**src/rtl/slg_pkg.sv**
```systemverilog
// Purpose: Shared constants and types for the security lock command gate
// Assumes: Command classes are decoded upstream into a small class code
// Notes:   Passwords are 16-bit tokens here; wider storage lives elsewhere
package slg_pkg;

    // Password token width held by the gate
    localparam int PW_W = 16;

    // Attempt counter width and reload value after reset
    localparam logic [2:0] ATTEMPT_RELOAD = 3'h5;
    localparam logic [2:0] ATTEMPT_ZERO   = 3'h0;
    localparam logic [2:0] ATTEMPT_ONE    = 3'h1;

    // Identification word index and bit positions in it
    localparam logic [7:0] ID_WORD_SEC    = 8'h80;
    localparam int         ID_BIT_SUPP    = 0;
    localparam int         ID_BIT_ENAB    = 1;
    localparam int         ID_BIT_LOCKED  = 2;
    localparam int         ID_BIT_FROZEN  = 3;
    localparam int         ID_BIT_EXPIRED = 4;
    localparam int         ID_BIT_LEVEL   = 8;

    // Factory master token; value is arbitrary
    localparam logic [15:0] MASTER_DEFAULT = 16'h5A5A;

    // Class of the incoming command, decoded by the front end
    typedef enum logic [3:0] {
        SLG_CMD_OTHER     = 4'h0,   // Any non-media, non-security command
        SLG_CMD_MEDIA     = 4'h1,   // Format, read, write, verify forms
        SLG_CMD_SET_PW    = 4'h2,
        SLG_CMD_UNLOCK    = 4'h3,
        SLG_CMD_ERASE_PRE = 4'h4,
        SLG_CMD_ERASE_UNT = 4'h5,
        SLG_CMD_FREEZE    = 4'h6,
        SLG_CMD_DIS_PW    = 4'h7
    } slg_cmd_e;

    // Lock state, one-hot
    typedef enum logic [2:0] {
        SLG_ST_UNLOCKED = 3'b001,
        SLG_ST_LOCKED   = 3'b010,
        SLG_ST_FROZEN   = 3'b100
    } slg_state_e;

    // One command request from the task-file front end
    typedef struct packed {
        slg_cmd_e        cmd;        // Command class
        logic            use_master; // Token is the master password
        logic            level_max;  // Set password: maximum level
        logic [PW_W-1:0] token;      // Password supplied
    } slg_req_s;

    // Verdict on one command
    typedef struct packed {
        logic execute;  // Command may proceed
        logic abort;    // Command aborted
        logic erase;    // Erase of all user data requested
    } slg_rsp_s;

endpackage

```
**src/rtl/slg_gate.sv**
```systemverilog
// Purpose: Security lock state and per-command execute/abort verdict
// Assumes: Nonvolatile settings arrive on nv_*_i and are saved via nv_we_o
// Notes:   Verdict returned one cycle after req_valid_i, as a pulse
//
// Notes on behaviour
// - Six security commands are accepted.
// - Word 128 reports security support.
// - Factory master set, lock disabled.
// - Master replacement keeps lock-enable unchanged.
// - User password set means locked after reset.
// - Locked rejects media commands until unlock.
// - High level: master password unlocks.
// - Maximum level: master serves erase-unit and disable, not unlock.
// - Each failed unlock decrements attempt counter.
// - Counter zero sets flag, aborts unlock/erase.
// - Reset clears flag, reloads counter five.
// - Locked aborts media, disable, freeze, set.
`timescale 1ns/1ps

module slg_gate (
    input  wire logic                  clk_i,
    input  wire logic                  rst_n_i,
    input  wire logic                  req_valid_i,
    input  wire slg_pkg::slg_req_s     req_i,
    input  wire logic                  nv_valid_i,
    input  wire logic                  nv_lock_en_i,
    input  wire logic                  nv_level_max_i,
    input  wire logic [15:0]           nv_user_pw_i,
    input  wire logic [15:0]           nv_master_pw_i,
    output logic                       rsp_valid_o,
    output slg_pkg::slg_rsp_s          rsp_o,
    output logic                       nv_we_o,
    output logic                       nv_lock_en_o,
    output logic                       nv_level_max_o,
    output logic [15:0]                nv_user_pw_o,
    output logic [15:0]                nv_master_pw_o,
    output logic [15:0]                id_word_o,
    output logic [2:0]                 attempts_o,
    output logic                       unlock_attempts_exhausted_flag_o
);

    ////////////////////////////////////////////////////////////////////////
    // State
    ////////////////////////////////////////////////////////////////////////

    slg_pkg::slg_state_e state_r;       // Lock state
    logic        lock_en_r;             // User password set, lock enabled
    logic        level_max_r;           // Maximum security level
    logic [15:0] user_pw_r;             // User token
    logic [15:0] master_pw_r;           // Master token
    logic [2:0]  attempts_r;            // Remaining unlock attempts
    logic        expired_r;             // Attempts exhausted
    logic        load_pend_r;           // Settings not yet taken from store
    logic        nv_we_r;               // Save pulse to the store
    logic        rsp_valid_r;           // Verdict strobe
    slg_pkg::slg_rsp_s rsp_r;           // Verdict data

    // Decoded verdict terms, combinational
    logic pw_ok;        // Token matches the selected password
    logic allowed;      // State table permits command
    logic fail_unlock;  // Unlock attempt that fails
    logic ok_unlock;    // Unlock attempt that succeeds
    logic ok_erase;     // Erase unit that succeeds

    ////////////////////////////////////////////////////////////////////////
    // Decode
    ////////////////////////////////////////////////////////////////////////

    // State table of executable commands per lock state
    function automatic logic permit(input slg_pkg::slg_state_e st,
                                    input slg_pkg::slg_cmd_e   c);
        logic p;
        p = 1'b1;
        unique case (st)
            slg_pkg::SLG_ST_LOCKED:
                p = !(c == slg_pkg::SLG_CMD_MEDIA  ||
                      c == slg_pkg::SLG_CMD_DIS_PW ||
                      c == slg_pkg::SLG_CMD_FREEZE ||
                      c == slg_pkg::SLG_CMD_SET_PW);
            slg_pkg::SLG_ST_FROZEN:
                p = !(c == slg_pkg::SLG_CMD_DIS_PW    ||
                      c == slg_pkg::SLG_CMD_ERASE_UNT ||
                      c == slg_pkg::SLG_CMD_SET_PW    ||
                      c == slg_pkg::SLG_CMD_UNLOCK);
            slg_pkg::SLG_ST_UNLOCKED:
                p = 1'b1;
            default: p = 1'b0;
        endcase
        return p;
    endfunction

    always_comb
    begin
        pw_ok   = req_i.use_master ? (req_i.token == master_pw_r)
                                   : (req_i.token == user_pw_r);
        allowed = permit(state_r, req_i.cmd);
        // Exhausted counter blocks unlock and erase outright
        if (expired_r && (req_i.cmd == slg_pkg::SLG_CMD_UNLOCK ||
                          req_i.cmd == slg_pkg::SLG_CMD_ERASE_UNT))
        begin
            allowed = 1'b0;
        end
        // Maximum level: master alone never unlocks
        ok_unlock   = allowed && req_i.cmd == slg_pkg::SLG_CMD_UNLOCK &&
                      pw_ok && !(req_i.use_master && level_max_r);
        fail_unlock = allowed && req_i.cmd == slg_pkg::SLG_CMD_UNLOCK &&
                      !ok_unlock;
        ok_erase    = allowed && req_i.cmd == slg_pkg::SLG_CMD_ERASE_UNT &&
                      pw_ok;
    end

    ////////////////////////////////////////////////////////////////////////
    // Lock state
    ////////////////////////////////////////////////////////////////////////

    // Reset lands in unlocked; the settings load then goes to locked when a user password is enabled
    always_ff @(posedge clk_i)
    begin
        if (!rst_n_i)
        begin
            state_r <= slg_pkg::SLG_ST_UNLOCKED;
        end
        else if (load_pend_r && nv_valid_i)
        begin
            state_r <= nv_lock_en_i ? slg_pkg::SLG_ST_LOCKED
                                    : slg_pkg::SLG_ST_UNLOCKED;
        end
        // A request answered abort during the load must leave no trace
        else if (req_valid_i && !load_pend_r)
        begin
            if (ok_unlock || ok_erase)
            begin
                state_r <= slg_pkg::SLG_ST_UNLOCKED;
            end
            else if (allowed && req_i.cmd == slg_pkg::SLG_CMD_FREEZE)
            begin
                state_r <= slg_pkg::SLG_ST_FROZEN;
            end
        end
    end

    ////////////////////////////////////////////////////////////////////////
    // Settings, loaded from and saved to nonvolatile store
    ////////////////////////////////////////////////////////////////////////

    // Register copy of the store; reset marks it stale and loads factory values
    always_ff @(posedge clk_i)
    begin
        if (!rst_n_i)
        begin
            load_pend_r <= 1'b1;
            lock_en_r   <= 1'b0;
            level_max_r <= 1'b0;
            user_pw_r   <= 16'h0000;
            master_pw_r <= slg_pkg::MASTER_DEFAULT;
            nv_we_r     <= 1'b0;
        end
        else if (load_pend_r)
        begin
            // Hold off settings changes until the store answers
            nv_we_r <= 1'b0;
            if (nv_valid_i)
            begin
                load_pend_r <= 1'b0;
                lock_en_r   <= nv_lock_en_i;
                level_max_r <= nv_level_max_i;
                user_pw_r   <= nv_user_pw_i;
                master_pw_r <= nv_master_pw_i;
            end
        end
        else
        begin
            nv_we_r <= 1'b0;
            if (req_valid_i && allowed)
            begin
                unique case (req_i.cmd)
                    slg_pkg::SLG_CMD_SET_PW:
                    begin
                        nv_we_r <= 1'b1;
                        if (req_i.use_master)
                        begin
                            // Lock enable untouched
                            master_pw_r <= req_i.token;
                        end
                        else
                        begin
                            user_pw_r   <= req_i.token;
                            lock_en_r   <= 1'b1;
                            level_max_r <= req_i.level_max;
                        end
                    end
                    slg_pkg::SLG_CMD_DIS_PW:
                    begin
                        if (pw_ok)
                        begin
                            lock_en_r <= 1'b0;
                            nv_we_r   <= 1'b1;
                        end
                    end
                    slg_pkg::SLG_CMD_ERASE_UNT:
                    begin
                        if (pw_ok)
                        begin
                            lock_en_r <= 1'b0;
                            nv_we_r   <= 1'b1;
                        end
                    end
                    default:
                    begin
                    end
                endcase
            end
        end
    end

    ////////////////////////////////////////////////////////////////////////
    // Attempt counter and exhausted flag
    ////////////////////////////////////////////////////////////////////////

    // Volatile by design: a reset restores five tries
    always_ff @(posedge clk_i)
    begin
        if (!rst_n_i)
        begin
            attempts_r <= slg_pkg::ATTEMPT_RELOAD;
            expired_r  <= 1'b0;
        end
        else if (req_valid_i && !load_pend_r && fail_unlock &&
                 attempts_r != slg_pkg::ATTEMPT_ZERO)
        begin
            attempts_r <= attempts_r - slg_pkg::ATTEMPT_ONE;
            if (attempts_r == slg_pkg::ATTEMPT_ONE)
            begin
                expired_r <= 1'b1;
            end
        end
    end

    ////////////////////////////////////////////////////////////////////////
    // Verdict
    ////////////////////////////////////////////////////////////////////////

    // Registered answer; a request during settings load is aborted
    always_ff @(posedge clk_i)
    begin
        if (!rst_n_i)
        begin
            rsp_valid_r <= 1'b0;
            rsp_r       <= '0;
        end
        else
        begin
            rsp_valid_r   <= req_valid_i;
            rsp_r.execute <= req_valid_i && !load_pend_r && allowed;
            rsp_r.abort   <= req_valid_i && (load_pend_r || !allowed);
            rsp_r.erase   <= req_valid_i && !load_pend_r && ok_erase;
        end
    end

    ////////////////////////////////////////////////////////////////////////
    // Outputs
    ////////////////////////////////////////////////////////////////////////

    always_comb
    begin
        id_word_o                        = '0;
        id_word_o[slg_pkg::ID_BIT_SUPP]  = 1'b1;
        id_word_o[slg_pkg::ID_BIT_ENAB]  = lock_en_r;
        id_word_o[slg_pkg::ID_BIT_LOCKED] =
            (state_r == slg_pkg::SLG_ST_LOCKED);
        id_word_o[slg_pkg::ID_BIT_FROZEN] =
            (state_r == slg_pkg::SLG_ST_FROZEN);
        id_word_o[slg_pkg::ID_BIT_EXPIRED] = expired_r;
        id_word_o[slg_pkg::ID_BIT_LEVEL] = level_max_r;
    end

    assign rsp_valid_o     = rsp_valid_r;
    assign rsp_o           = rsp_r;
    assign nv_we_o         = nv_we_r;
    assign nv_lock_en_o    = lock_en_r;
    assign nv_level_max_o  = level_max_r;
    assign nv_user_pw_o    = user_pw_r;
    assign nv_master_pw_o  = master_pw_r;
    assign attempts_o      = attempts_r;
    assign unlock_attempts_exhausted_flag_o = expired_r;

endmodule // slg_gate

```
**config.mk**
```make
export PLATFORM = sky130hd
export DESIGN_NAME = slg_gate
export DESIGN_NICKNAME = d
export VERILOG_FILES = /design/src/rtl/slg_pkg.sv /design/src/rtl/slg_gate.sv
export SDC_FILE = /design/constraint.sdc
export NUM_CORES = 1
export LEC_CHECK = 0
export ABC_AREA = 1
export BUFFER_PORTS_ARGS = -buffer_cell sky130_fd_sc_hd__clkbuf_2
export CORE_MARGIN = 4
export CORE_UTILIZATION = 46
export DETAILED_ROUTE_END_ITERATION = 8
export PLACE_DENSITY = 0.83
export RECOVER_POWER = 100
export SLEW_MARGIN = 20
export SYNTH_ARGS = -nofsm -noshare
export SYNTH_HDL_FRONTEND = slang
export SYNTH_SLANG_ARGS = --single-unit
export TNS_END_PERCENT = 5
```
**constraint.sdc**
```tcl
create_clock -name clk_i -period 2 [get_ports clk_i]
set_input_delay 0.1 -clock clk_i [delete_from_list [all_inputs] [get_ports clk_i]]
set_output_delay 0.1 -clock clk_i [all_outputs]
set_load 0.02 [all_outputs]
```
Word level (Yosys, flattened, before mapping):

Index checks and enable logic that the tools add are counted.

* register bits after elaboration: 47
* output and inout port bits: 59
* input port bits: 60

* reduce and logical (&&, ||, !) cells: 46
* equality and inequality tests: 16
* multiplexer cells: 33
* $add $sub $neg: 1
* bitwise gates (word level): 2

Operators by type and width (count)
* two-way mux 16 bit: 10
* == test 16 bit: 2
* logical AND 1 bit: 17
* two-way mux 1 bit: 15
* == test 4 x 3 -> 1 bit (second input constant): 3
* two-way mux 3 bit: 4
* logical OR 1 bit: 9
* nonzero test 3 bit: 3
* == test 4 x 2 -> 1 bit (second input constant): 2
* AND reduction 4 bit: 2
* nonzero test 2 bit: 4
* == test 3 x 1 -> 1 bit (second input constant): 2
* logical NOT 1 bit: 6
* AND reduction 5 bit: 1
* == test 4 x 1 -> 1 bit (second input constant): 1
* case mux 1 bit (2 select lines): 2
* AND reduction 2 bit: 2
* == test 3 x 2 -> 1 bit (second input constant): 1
* == test 3 bit (second input constant): 1
* inequality test 3 x 1 -> 1 bit (second input constant): 1
* inequality test 3 bit (second input constant): 1
* case mux 1 bit (3 select lines): 1
* OR reduction 3 bit: 1
* subtractor 3 x 1 -> 3 bit (second input constant): 1
* 5 further kinds: 6

Depth between registers and ports, before layout:

Gate-level depths: netlist of run 1.

* depth in word-level cells: 15
* gate-level depth with buffers: 16
* gate-level depth less buffers: 16

Worst setup path after synthesis of run 1:

Ideal clock, no wire load.

* kind: register to register
* start: register state_r[1]
* end: register master_pw_r[0], in the netlist nv_master_pw_o[0]
* clock period less this slack: 1.806 ns
* stages on the path, launching flop included: 14
* setup slack: 0.194 ns
* arrival: 1.690 ns
* path through: dfxtp_1 inv_2 nor3_2 nand3_1 nand2_1 nand2_1 nand2_1 nand4_2 nand2_4 nand2_1 inv_2 buf_4 nand3_1 o211a_1

* longest elaborated chain between the ends: 6
* elaborated cells on any way between the ends: 8
* those cells by class: eq/ne (3); mux (2); reduce/logical (3)

RTL lines
* start, declared: line slg_gate.sv:46 `slg_pkg::slg_state_e state_r;`
* start signal, assigned: line slg_gate.sv:121 `state_r <= slg_pkg::SLG_ST_UNLOCKED;`
* start signal, assigned: line slg_gate.sv:125 `state_r <= nv_lock_en_i ? slg_pkg::SLG_ST_LOCKED`
* start signal, assigned: line slg_gate.sv:133 `state_r <= slg_pkg::SLG_ST_UNLOCKED;`
* == test 3 x 2 -> 1 bit
* named net id_word_o[2]: line slg_gate.sv:37 `output logic [15:0] id_word_o,`
* case mux 1 bit (3 select lines): line slg_gate.sv:74 `unique case (st)`
* two-way mux 1 bit: line slg_gate.sv:98 `if (expired_r && (req_i.cmd == slg_pkg::SLG_CMD_UNLOCK ||`
* logical AND 1 bit: line slg_gate.sv:174 `if (req_valid_i && allowed)`
* nonzero test 2 bit (no line)
* AND reduction 4 bit (no line)
* end signal, assigned: line slg_gate.sv:155 `master_pw_r <= slg_pkg::MASTER_DEFAULT;`
* end signal, assigned: line slg_gate.sv:168 `master_pw_r <= nv_master_pw_i;`
* end signal, assigned: line slg_gate.sv:183 `master_pw_r <= req_i.token;`
* end, declared: line slg_gate.sv:50 `logic [15:0] master_pw_r;`

The timed path passes the listed nets, and every way through them passes these cells.
A chain may end at the register's enable or synchronous reset.

Worst setup path in the final report of run 1:

* start: register state_r[2]
* end: register master_pw_r[15], in the netlist nv_master_pw_o[15]

* longest elaborated chain between the ends: 6
* elaborated cells on any way between the ends: 8
* those cells by class: eq/ne (3); mux (2); reduce/logical (3)

RTL lines (line)
* == test 3 x 1 -> 1 bit, or another cell as far along: slg_gate.sv:74
* case mux 1 bit (3 select lines) *: slg_gate.sv:74
* two-way mux 1 bit *: slg_gate.sv:98
* logical AND 1 bit *: slg_gate.sv:174
* nonzero test 2 bit (no line) *
* AND reduction 4 bit (no line) *

Every way passes the cells marked *; elsewhere a longest branch is shown, timed or not.

==> results of run 1 <==
==> through the flow <==
step	setup slack (ns)	hold slack [ns]	util
after floorplan	0.1938	0.2064	-
after global placement	0.1762	0.3494	0.5702
after detailed placement	0.07022	0.3414	0.5702
after CTS	0.06036	0.02609	0.5878
after global routing	0.02113	0.03827	0.5797
final	0.1844	0.03868	0.5797
==> cells by family (layout without fill, tap and decap cells) <==
logic type | count (synthesis) | after routing | share of synthesized area
other | 2 | 11 | 0.002594
DFF | 47 | 47 | 0.3250
AOI/OAI and AO/OA | 41 | 41 | 0.08297
and+or+nand+nor | 316 | 316 | 0.4667
buffers and inverters | 63 | 155 | 0.1098
adders and majority gates | 3 | 3 | 0.01297
==> where the power goes <==
part / leakage, uW / internal [uW] / switching [uW]
clock network: 0.0000502 / 366 / 340
logic: 0.00143 / 221 / 445
registers: 0.000386 / 1000 / 57.7
total: 0.00187 / 1590 / 843
==> flip-flops by register name (all words and copies together) (netlist names) <==
register	count
attempts_o	3
nv_master_pw_o	16
nv_user_pw_o	16
unlock_attempts_exhausted_flag_o	1
rsp_o	3
nv_lock_en_o	1
nv_we_o	1
state_r	3
load_pend_r	1
rsp_valid_o	1
nv_level_max_o	1
==> routing by layer <==
metal / share of wire / vias up / track usage
li1: - / 1673 / -
met1: 0.43 / 1540 / 0.3080
met2: 0.46 / 171 / 0.3760
met3: 0.098 / 14 / 0.05298
met4: 0.012 / 0 / 0.06276
met5: 0 / - / 0
==> cell usage in the layout, fill, tap and decap left out <==
master and count:
bufinv_16 1, clkinv_1 1, nand2_1 224, nand3_1 47
dfxtp_1 47, o2111ai_1 1, nor4_1 1, inv_2 3
clkbuf_1 49, nand3_2 1, inv_1 25, inv_6 1
nand3b_1 12, o21ai_1 4, nor3_2 2, clkinvlp_4 1
nand4_2 1, nand2_2 1, nor2_1 20, ha_1 3
o211a_1 5, clkbuf_8 5, clkbuf_2 59, or2_2 1
o21ai_2 1, buf_4 10, nand4_1 2, nor2_4 1
nor4_2 1, nand2_4 2, o211ai_1 1, conb_1 11
a21oi_1 23, o21ai_0 6
==> what timing repair did <==
item                       CTS  global route
resized for setup            0             6
hold buffers                 0             0
setup buffers                0             0
setup endpoints to repair    0            25
==> worst max-delay path: cells and delay by family (launching register included) <==
| family | cells | cell delay [ns] |
|---|---|---|
| compound gates | 1 | 0.13 |
| simple gates | 9 | 0.93 |
| buf+inv | 2 | 0.26 |
| flops | 1 | 0.38 |
==> final cells by class <==
cell class	count	area, um2
Clock buffer	5	68.82
Clock inverter	2	37.54
Fill cell	610	2532
Inverter	30	117.6
Multi-Input combinational cell	371	1680
Sequential cell	47	940.9
Tap cell	75	93.84
Timing Repair Buffer	118	554.3
==> worst paths after layout <==
| check | from | endpoint | slack, ns |
|---|---|---|---|
| worst max-delay path | state_r[2]$_SDFFE_PN0P_ | nv_master_pw_o[15]$_SDFFE_PN0P_ | 0.18 |
| worst min-delay path | nv_valid_i | load_pend_r$_SDFF_PN1_ | 0.04 |
| worst max register to register | state_r[2]$_SDFFE_PN0P_ | nv_master_pw_o[15]$_SDFFE_PN0P_ | 0.18 |
| worst min register to register | nv_lock_en_o$_SDFFE_PN0P_ | nv_lock_en_o$_SDFFE_PN0P_ | 0.47 |
==> results_dict.tcl, run 1 <==
set metrics [dict create \
    drc 0 \
    num-nets-final 636 \
    status "completed" \
    grt_pass1_wl_um 14280 \
    fmax_ghz 0.5508 \
    wire_per_inst_um 13.64 \
    crit_path_frequent_cell "nand2_1" \
    seq_area_frac_synth 0.3250 \
    synth_top_area_share 0.3250 \
    layout_min_cycle_time_ns 1.816 \
    grt_usage 0.2318 \
    hp-class "in -> reg" \
    dieArea_um2 7627 \
    drive_gt1_frac 0.1588 \
    place_inst 641 \
    port_buffers 107 \
    cts.path.max_buffers 2 \
    antenna_found_initial 0 \
    grt_overflow_total 0 \
    setup-violations-final 0 \
    worst_ep_arrival_time_ns 2.01 \
    grt_max_degree 39 \
    dp_hpwl_um 6688 \
    grt_pass1_vias 3158 \
    cp_slowest_stage_delay_ns 0.38 \
    rsz0062_at_grt "false" \
    ys_types 33 \
    critPathMaxFanout 22 \
    finalCritPeriodShare 0.9078 \
    crit_chain "inv_2, nor3_2, nand3_1, nand2_1, nand2_1, nand2_1, nand4_2, nand2_4, nand2_1, inv_6, nand3_1, o211a_1" \
    via_per_inst 5.244 \
    cts_tree "done" \
    holdPathStages 2 \
    die_h_um 87.34 \
    syn_inst 472 \
    gp_congestion 0.9056 \
    cp-end-kind "flop" \
    finalSetupTns_ns 0 \
    syn_area_um2 2895 \
    final_area_um2 3493 \
    initial_core_util 0.4805 \
    reg2reg_depth 12 \
    ys_async_sr_fraction 0 \
    critPathKind "reg -> reg" \
    cts.clk_slew.worst_paths_ns 0.08 \
    drv_cap 0 \
    synth_seq_cells 47 \
    maxSlewViolCount 0 \
    synth_edf_count 0 \
    ant_nets 0 \
    placed_cell_area_um2 3436 \
    h-tree-depth 2 \
    io_pins 119 \
    startpoint_type "flop" \
    cts_root_buf "clkbuf_8" \
    drtIter0Drc 306 \
    area_growth_pct 20.66 \
    synth_most_common_cell "nand2_1" \
    cts-buffers-inserted 5 \
    synth.area.top_cells "dfxtp_1 32%, nand2_1 29%, nand3_1 8.1%, buf_4 4.7%, a21oi_1 4.0%" \
    coreArea_um2 6026 \
    crit_path_top_delay_cell "dfxtp_1" \
    die_width_um 87.34 \
    powerDensity_nw_per_um2 696.9 \
    clock_skew_ns 0.01205 \
    diodes 0 \
    final_cell_count_no_fill 648 \
    hold_viol_final 0 \
    p_leak_uw 0.001868 \
    ir_drop_mv 0.3401 \
    drtPass1Iterations 5 \
    synthTopCellsByCount "224 x nand2_1, 47 x dfxtp_1, 47 x nand3_1" \
    avgSynthCellArea_um2 6.134 \
    clkLatencyLatePin_ns 0.31 \
    cp_data_required_time_ns 2.20 \
    rows 28 \
    yosys_warnings 0 \
    power_uw 2434 \
    cts_sinks 47 \
    vias 3398 \
    synth_area_leader_cell "dfxtp_1" \
    synth-main-ff-cell "dfxtp_1" \
    routed_wl_um 8837 \
]
Power figures use the tool's default switching activity.
==> run 2, diff against run 1 <==
--- a/config.mk
+++ b/config.mk
@@ -9,5 +9,5 @@
 export BUFFER_PORTS_ARGS = -buffer_cell sky130_fd_sc_hd__clkbuf_2
 export CORE_MARGIN = 4
-export CORE_UTILIZATION = 46
+export CORE_UTILIZATION = 44
 export DETAILED_ROUTE_END_ITERATION = 8
 export PLACE_DENSITY = 0.83
==> constraint.sdc (replaced) <==
create_clock -name clk_i -period 1.55 [get_ports clk_i]
set_input_delay 0.2325 -clock clk_i [delete_from_list [all_inputs] [get_ports clk_i]]
set_output_delay 0.2325 -clock clk_i [all_outputs]
set_load 0.02 [all_outputs]
==> results_dict.tcl, run 2 (same netlist as run 1, synthesis figures left out) <==
set metrics [dict create \
    cts_root_buf "clkbuf_8" \
    finalSetupTns_ns -5.326 \
    power_uw 3455 \
    ff2ff_setup_slack_ns -0.21 \
    hp-class "in -> reg" \
    drtPass1Iterations 5 \
    initial_core_util 0.4534 \
    routed_wl_um 9548 \
    grt_pass1_vias 3382 \
    powerDensity_nw_per_um2 831.6 \
    grt_pass1_wl_um 14410 \
    coreArea_um2 6386 \
    cts-buffers-inserted 5 \
    drtIter0Drc 222 \
    maxSlewViolCount 0 \
    diodes 0 \
    critPathKind "reg -> reg" \
    crit_start "state_r[1]$_SDFFE_PN0P_" \
    ir_drop_mv 0.4004 \
    grt_max_degree 29 \
    dp_hpwl_um 6885 \
    wire_per_inst_um 13.60 \
    worstHoldStart "nv_valid_i" \
    sequential_cell_area_um2 947.2 \
    gp_congestion 0.9300 \
    crit_path_top_delay_cell "dfxtp_4" \
    clkLatencyLatePin_ns 0.30 \
    placed_cell_area_um2 3882 \
    layout_min_cycle_time_ns 1.761 \
    drive_gt1_frac 0.3248 \
    ant_nets 0 \
    crit_chain "nor3_4, nand3_1, nand2_1, nand2_1, nand2_2, nand4_4, nand2_4, buf_6, nand2_4, buf_12, nand2_1, a21oi_1" \
    hold_viol_final 0 \
    startpoint_type "flop" \
    worst_ep_arrival_time_ns 1.95 \
    rows 29 \
    drc 0 \
    final_cell_count_no_fill 702 \
    die_width_um 89.12 \
    cts_hold_buf 0 \
    final_cell_mix "218 x nand2_1, 102 x clkbuf_2, 50 x buf_4" \
    slew-limit-headroom 0.6056 \
    multi_input_area_um2 1762 \
    cp_data_required_time_ns 1.74 \
    cts.path.max_buffers 2 \
    cts_tree "done" \
    io_pins 119 \
    grt_overflow_total 0 \
    cts_sinks 47 \
    num-nets-final 687 \
    crit_buf_inv 2 \
    crit_family "simple AND/OR/NAND/NOR gates" \
    clock_skew_ns 0.003498 \
    via_per_inst 5.177 \
    layout_commonest_cell "nand2_1" \
    h-tree-depth 2 \
    tightest_slew_ns 0.5917 \
    antenna_found_initial 0 \
    critPathMaxFanout 13 \
    finalCritPeriodShare 1.136 \
    violations "setup timing" \
    place_inst 690 \
    grt_usage 0.2274 \
    fillers 555 \
    final_area_um2 4155 \
    cp-end-kind "flop" \
    p_leak_uw 0.002314 \
    reg2reg_from "state_r[1]$_SDFFE_PN0P_" \
    vias 3634 \
    crit_path_frequent_cell "nand2_1" \
    dieArea_um2 7942 \
    fin_ws_ns -0.2106 \
    rsz0062_at_grt "true" \
    cp_slowest_stage_delay_ns 0.38 \
    hold_slack_ns 0.1848 \
    area_growth_pct 43.52 \
    die_h_um 89.12 \
    drv_cap 0 \
    cts.clk_slew.worst_paths_ns 0.09 \
    port_buffers 107 \
    fmax_ghz 0.5680 \
    setup-violations-final 42 \
    status "finished with violations" \
]
==> run 2: cell types whose count changed in the layout (fill, tap and decap cells not counted), moves of 5 or more <==
| cell | delta |
|---|---|
| nand2_2 | +5 |
| nand2_1 | -6 |
| clkbuf_1 | -43 |
| buf_12 | +6 |
| buf_4 | +40 |
| clkbuf_2 | +43 |
==> run 2: area by class of cell <==
type	count	area share
Clock buffer	6	0.01987
Clock inverter	2	0.008431
Inverter	30	0.02891
Multi-Input combinational cell	371	0.4240
Sequential cell	47	0.2279
Tap cell	77	0.02319
Timing Repair Buffer	169	0.2677
==> run 2: through the flow <==
step,worst slack [ns],util
5_1_grt,-0.3084,0.6507
3_3_place_gp,-0.2126,0.6080
2_1_floorplan,-0.1946,-
6_report,-0.2106,0.6507
4_1_cts,-0.1673,0.6360
3_5_place_dp,-0.2646,0.6080
==> run 2: final timing paths <==
check | to | depth (start not counted)
setup / recovery | nv_user_pw_o[13]$_SDFFE_PN0P_ | 12
hold / removal | load_pend_r$_SDFF_PN1_ | 2
setup reg to reg | nv_user_pw_o[13]$_SDFFE_PN0P_ | 12
hold reg to reg | nv_lock_en_o$_SDFFE_PN0P_ | 2
==> run 2: report_power, final <==
part	total (uW)	internal [uW]	switching, uW
logic	1130	475	656
registers	1360	1300	67.2
clock network	960	523	438
total	3460	2290	1160
==> run 2: repair_timing <==
action / 4_1_cts / 5_1_grt
gates cloned: 0 / 2
resized for setup: 13 / 14
setup buffers: 1 / 1
pin swaps: 3 / 6
endpoints found under the setup margin: 44 / 44
hold endpoints to repair: 0 / 0
==> run 2: per-layer routing <==
| metal | vias up | share of wire | wire, um | GRT usage |
|---|---|---|---|---|
| li1 | 1786 | - | - | - |
| met1 | 1625 | 0.40 | 3774 | 0.2691 |
| met2 | 199 | 0.49 | 4687 | 0.4092 |
| met3 | 24 | 0.091 | 867 | 0.04608 |
| met4 | 0 | 0.023 | 219 | 0.07307 |
| met5 | - | 0 | 0 | 0 |
==> run 3, diff against run 2 <==
CORE_UTILIZATION = 46   (was 44)
SETUP_SLACK_MARGIN = 0.5   (was unset)
clock period = 2.15 ns   (was 1.55 ns; I/O delays follow)
==> results_dict.tcl, run 3 (same netlist as run 1, synthesis figures left out) <==
set metrics [dict create \
    port_buffers 107 \
    maxSlewViolCount 0 \
    drc 0 \
    clock_skew_ns 0.006302 \
    diodes 0 \
    powerDensity_nw_per_um2 632.6 \
    cts_hold_buf 0 \
    layout_min_cycle_time_ns 1.791 \
    worst_ep_arrival_time_ns 1.98 \
    vias 3376 \
    gp_congestion 0.9005 \
    cts_tree "done" \
    final_cell_mix "222 x nand2_1, 58 x clkbuf_2, 52 x clkbuf_1" \
    cp_data_required_time_ns 2.34 \
    cts_root_buf "clkbuf_8" \
    grt_pass1_vias 3146 \
    grt_max_degree 39 \
    slew-limit-headroom 0.1915 \
    fmax_ghz 0.5583 \
    die_h_um 87.34 \
    status "completed" \
    power_uw 2293 \
    hold_viol_final 0 \
    cp-end-kind "flop" \
    p_leak_uw 0.001914 \
    finalSetupTns_ns 0 \
    hp-class "in -> reg" \
    grt_overflow_total 0 \
    drtPass1Iterations 5 \
    grt_usage 0.2412 \
    drive_gt1_frac 0.1693 \
    placed_cell_area_um2 3445 \
    dieArea_um2 7627 \
    drtIter0Drc 245 \
    io_pins 119 \
    wire_per_inst_um 13.66 \
    critPathMaxFanout 11 \
    rows 28 \
    clkLatencyLatePin_ns 0.30 \
    setup-violations-final 0 \
    initial_core_util 0.4805 \
    coreArea_um2 6026 \
    ir_drop_mv 0.3589 \
    finalCritPeriodShare 0.8331 \
    dp_hpwl_um 6559 \
    ant_nets 0 \
    rsz0062_at_grt "true" \
    via_per_inst 5.162 \
    final_area_um2 3625 \
    tightest_slew_ns 1.213 \
    h-tree-depth 2 \
    num-nets-final 642 \
    startpoint_type "flop" \
    layout_commonest_cell "nand2_1" \
    cts.clk_slew.worst_paths_ns 0.08 \
    grt_pass1_wl_um 14720 \
    drv_cap 0 \
    area_growth_pct 25.19 \
    cts.path.max_buffers 2 \
    critPathKind "reg -> reg" \
    cts-buffers-inserted 5 \
    cts_sinks 47 \
    antenna_found_initial 0 \
    die_width_um 87.34 \
    routed_wl_um 8931 \
]
[run 3: cell count changes in the layout (fill, tap and decap cells not counted), sizes merged]
cell,delta
clkbuf,+1
buf,-47
clkinvlp,+1
clkinv,-1
[run 3: final timing paths]
path / from / to / slack, ns / depth (start not counted)
worst max-delay path: state_r[2]$_SDFFE_PN0P_ / nv_lock_en_o$_SDFFE_PN0P_ / 0.36 / 13
worst min-delay path: nv_valid_i / load_pend_r$_SDFF_PN1_ / 0.28 / 2
worst min register to register: nv_lock_en_o$_SDFFE_PN0P_ / nv_lock_en_o$_SDFFE_PN0P_ / 0.48 / 2
worst max register to register: state_r[2]$_SDFFE_PN0P_ / nv_lock_en_o$_SDFFE_PN0P_ / 0.36 / 13
[run 3: metrics by stage]
step                worst slack [ns]  instances    util  hold slack (ns)
floorplan                     0.4054        481       -           0.4289
global placement              0.1616        640  0.5716           0.4633
detailed placement           0.06533        640  0.5716           0.4685
CTS                           0.4432        654  0.6138           0.2524
global route                  0.1423        654  0.6015           0.3010
finish                        0.3589        654  0.6015           0.2784
[run 3: layer usage]
layer  vias to the layer above  global-route usage  wire [um]
li1                       1694                   -          -
met1                      1492              0.3287       3798
met2                       183              0.3877       4130
met3                         7             0.05109        938
met4                         0             0.05858         63
met5                         -                   0          0
[run 3: critical path, stage by stage (launching register included)]
cell and delay (ns):
dfxtp_1 0.39, inv_2 0.08, nor3_4 0.12, nand3_1 0.08, nand2_1 0.07, nand2_1 0.05
nand2_2 0.11, nand4_4 0.09, nand2_4 0.14, buf_12 0.12, buf_12 0.13, nand3_1 0.09
o21ai_0 0.15, a21oi_1 0.06
[run 3: cell type report]
type / count / area (um2)
multi-input cells: 371 / 1715
clock inverters: 1 / 30.03
fillers: 592 / 2401
repair inverters: 1 / 11.26
flip-flops and latches: 47 / 945.9
inverters: 30 / 116.4
well taps: 75 / 93.84
repair buffers: 123 / 639.4
clock buffers: 6 / 72.57
[run 3: power breakdown]
group	total (uW)	internal (uW)	leakage, uW	switching (uW)
Sequential	992	935	0.000386	57.6
Clock	631	341	0.0000513	290
Combinational	670	238	0.00148	431
[run 3: repair_timing]
| item | CTS | global route |
|---|---|---|
| hold endpoints to repair | 0 | 0 |
| buffers inserted | 5 | 0 |
| endpoints found under the setup margin | 41 | 43 |
| cloned | 2 | 0 |
| gates resized for setup | 20 | 1 |
| pin swaps | 3 | 0 |
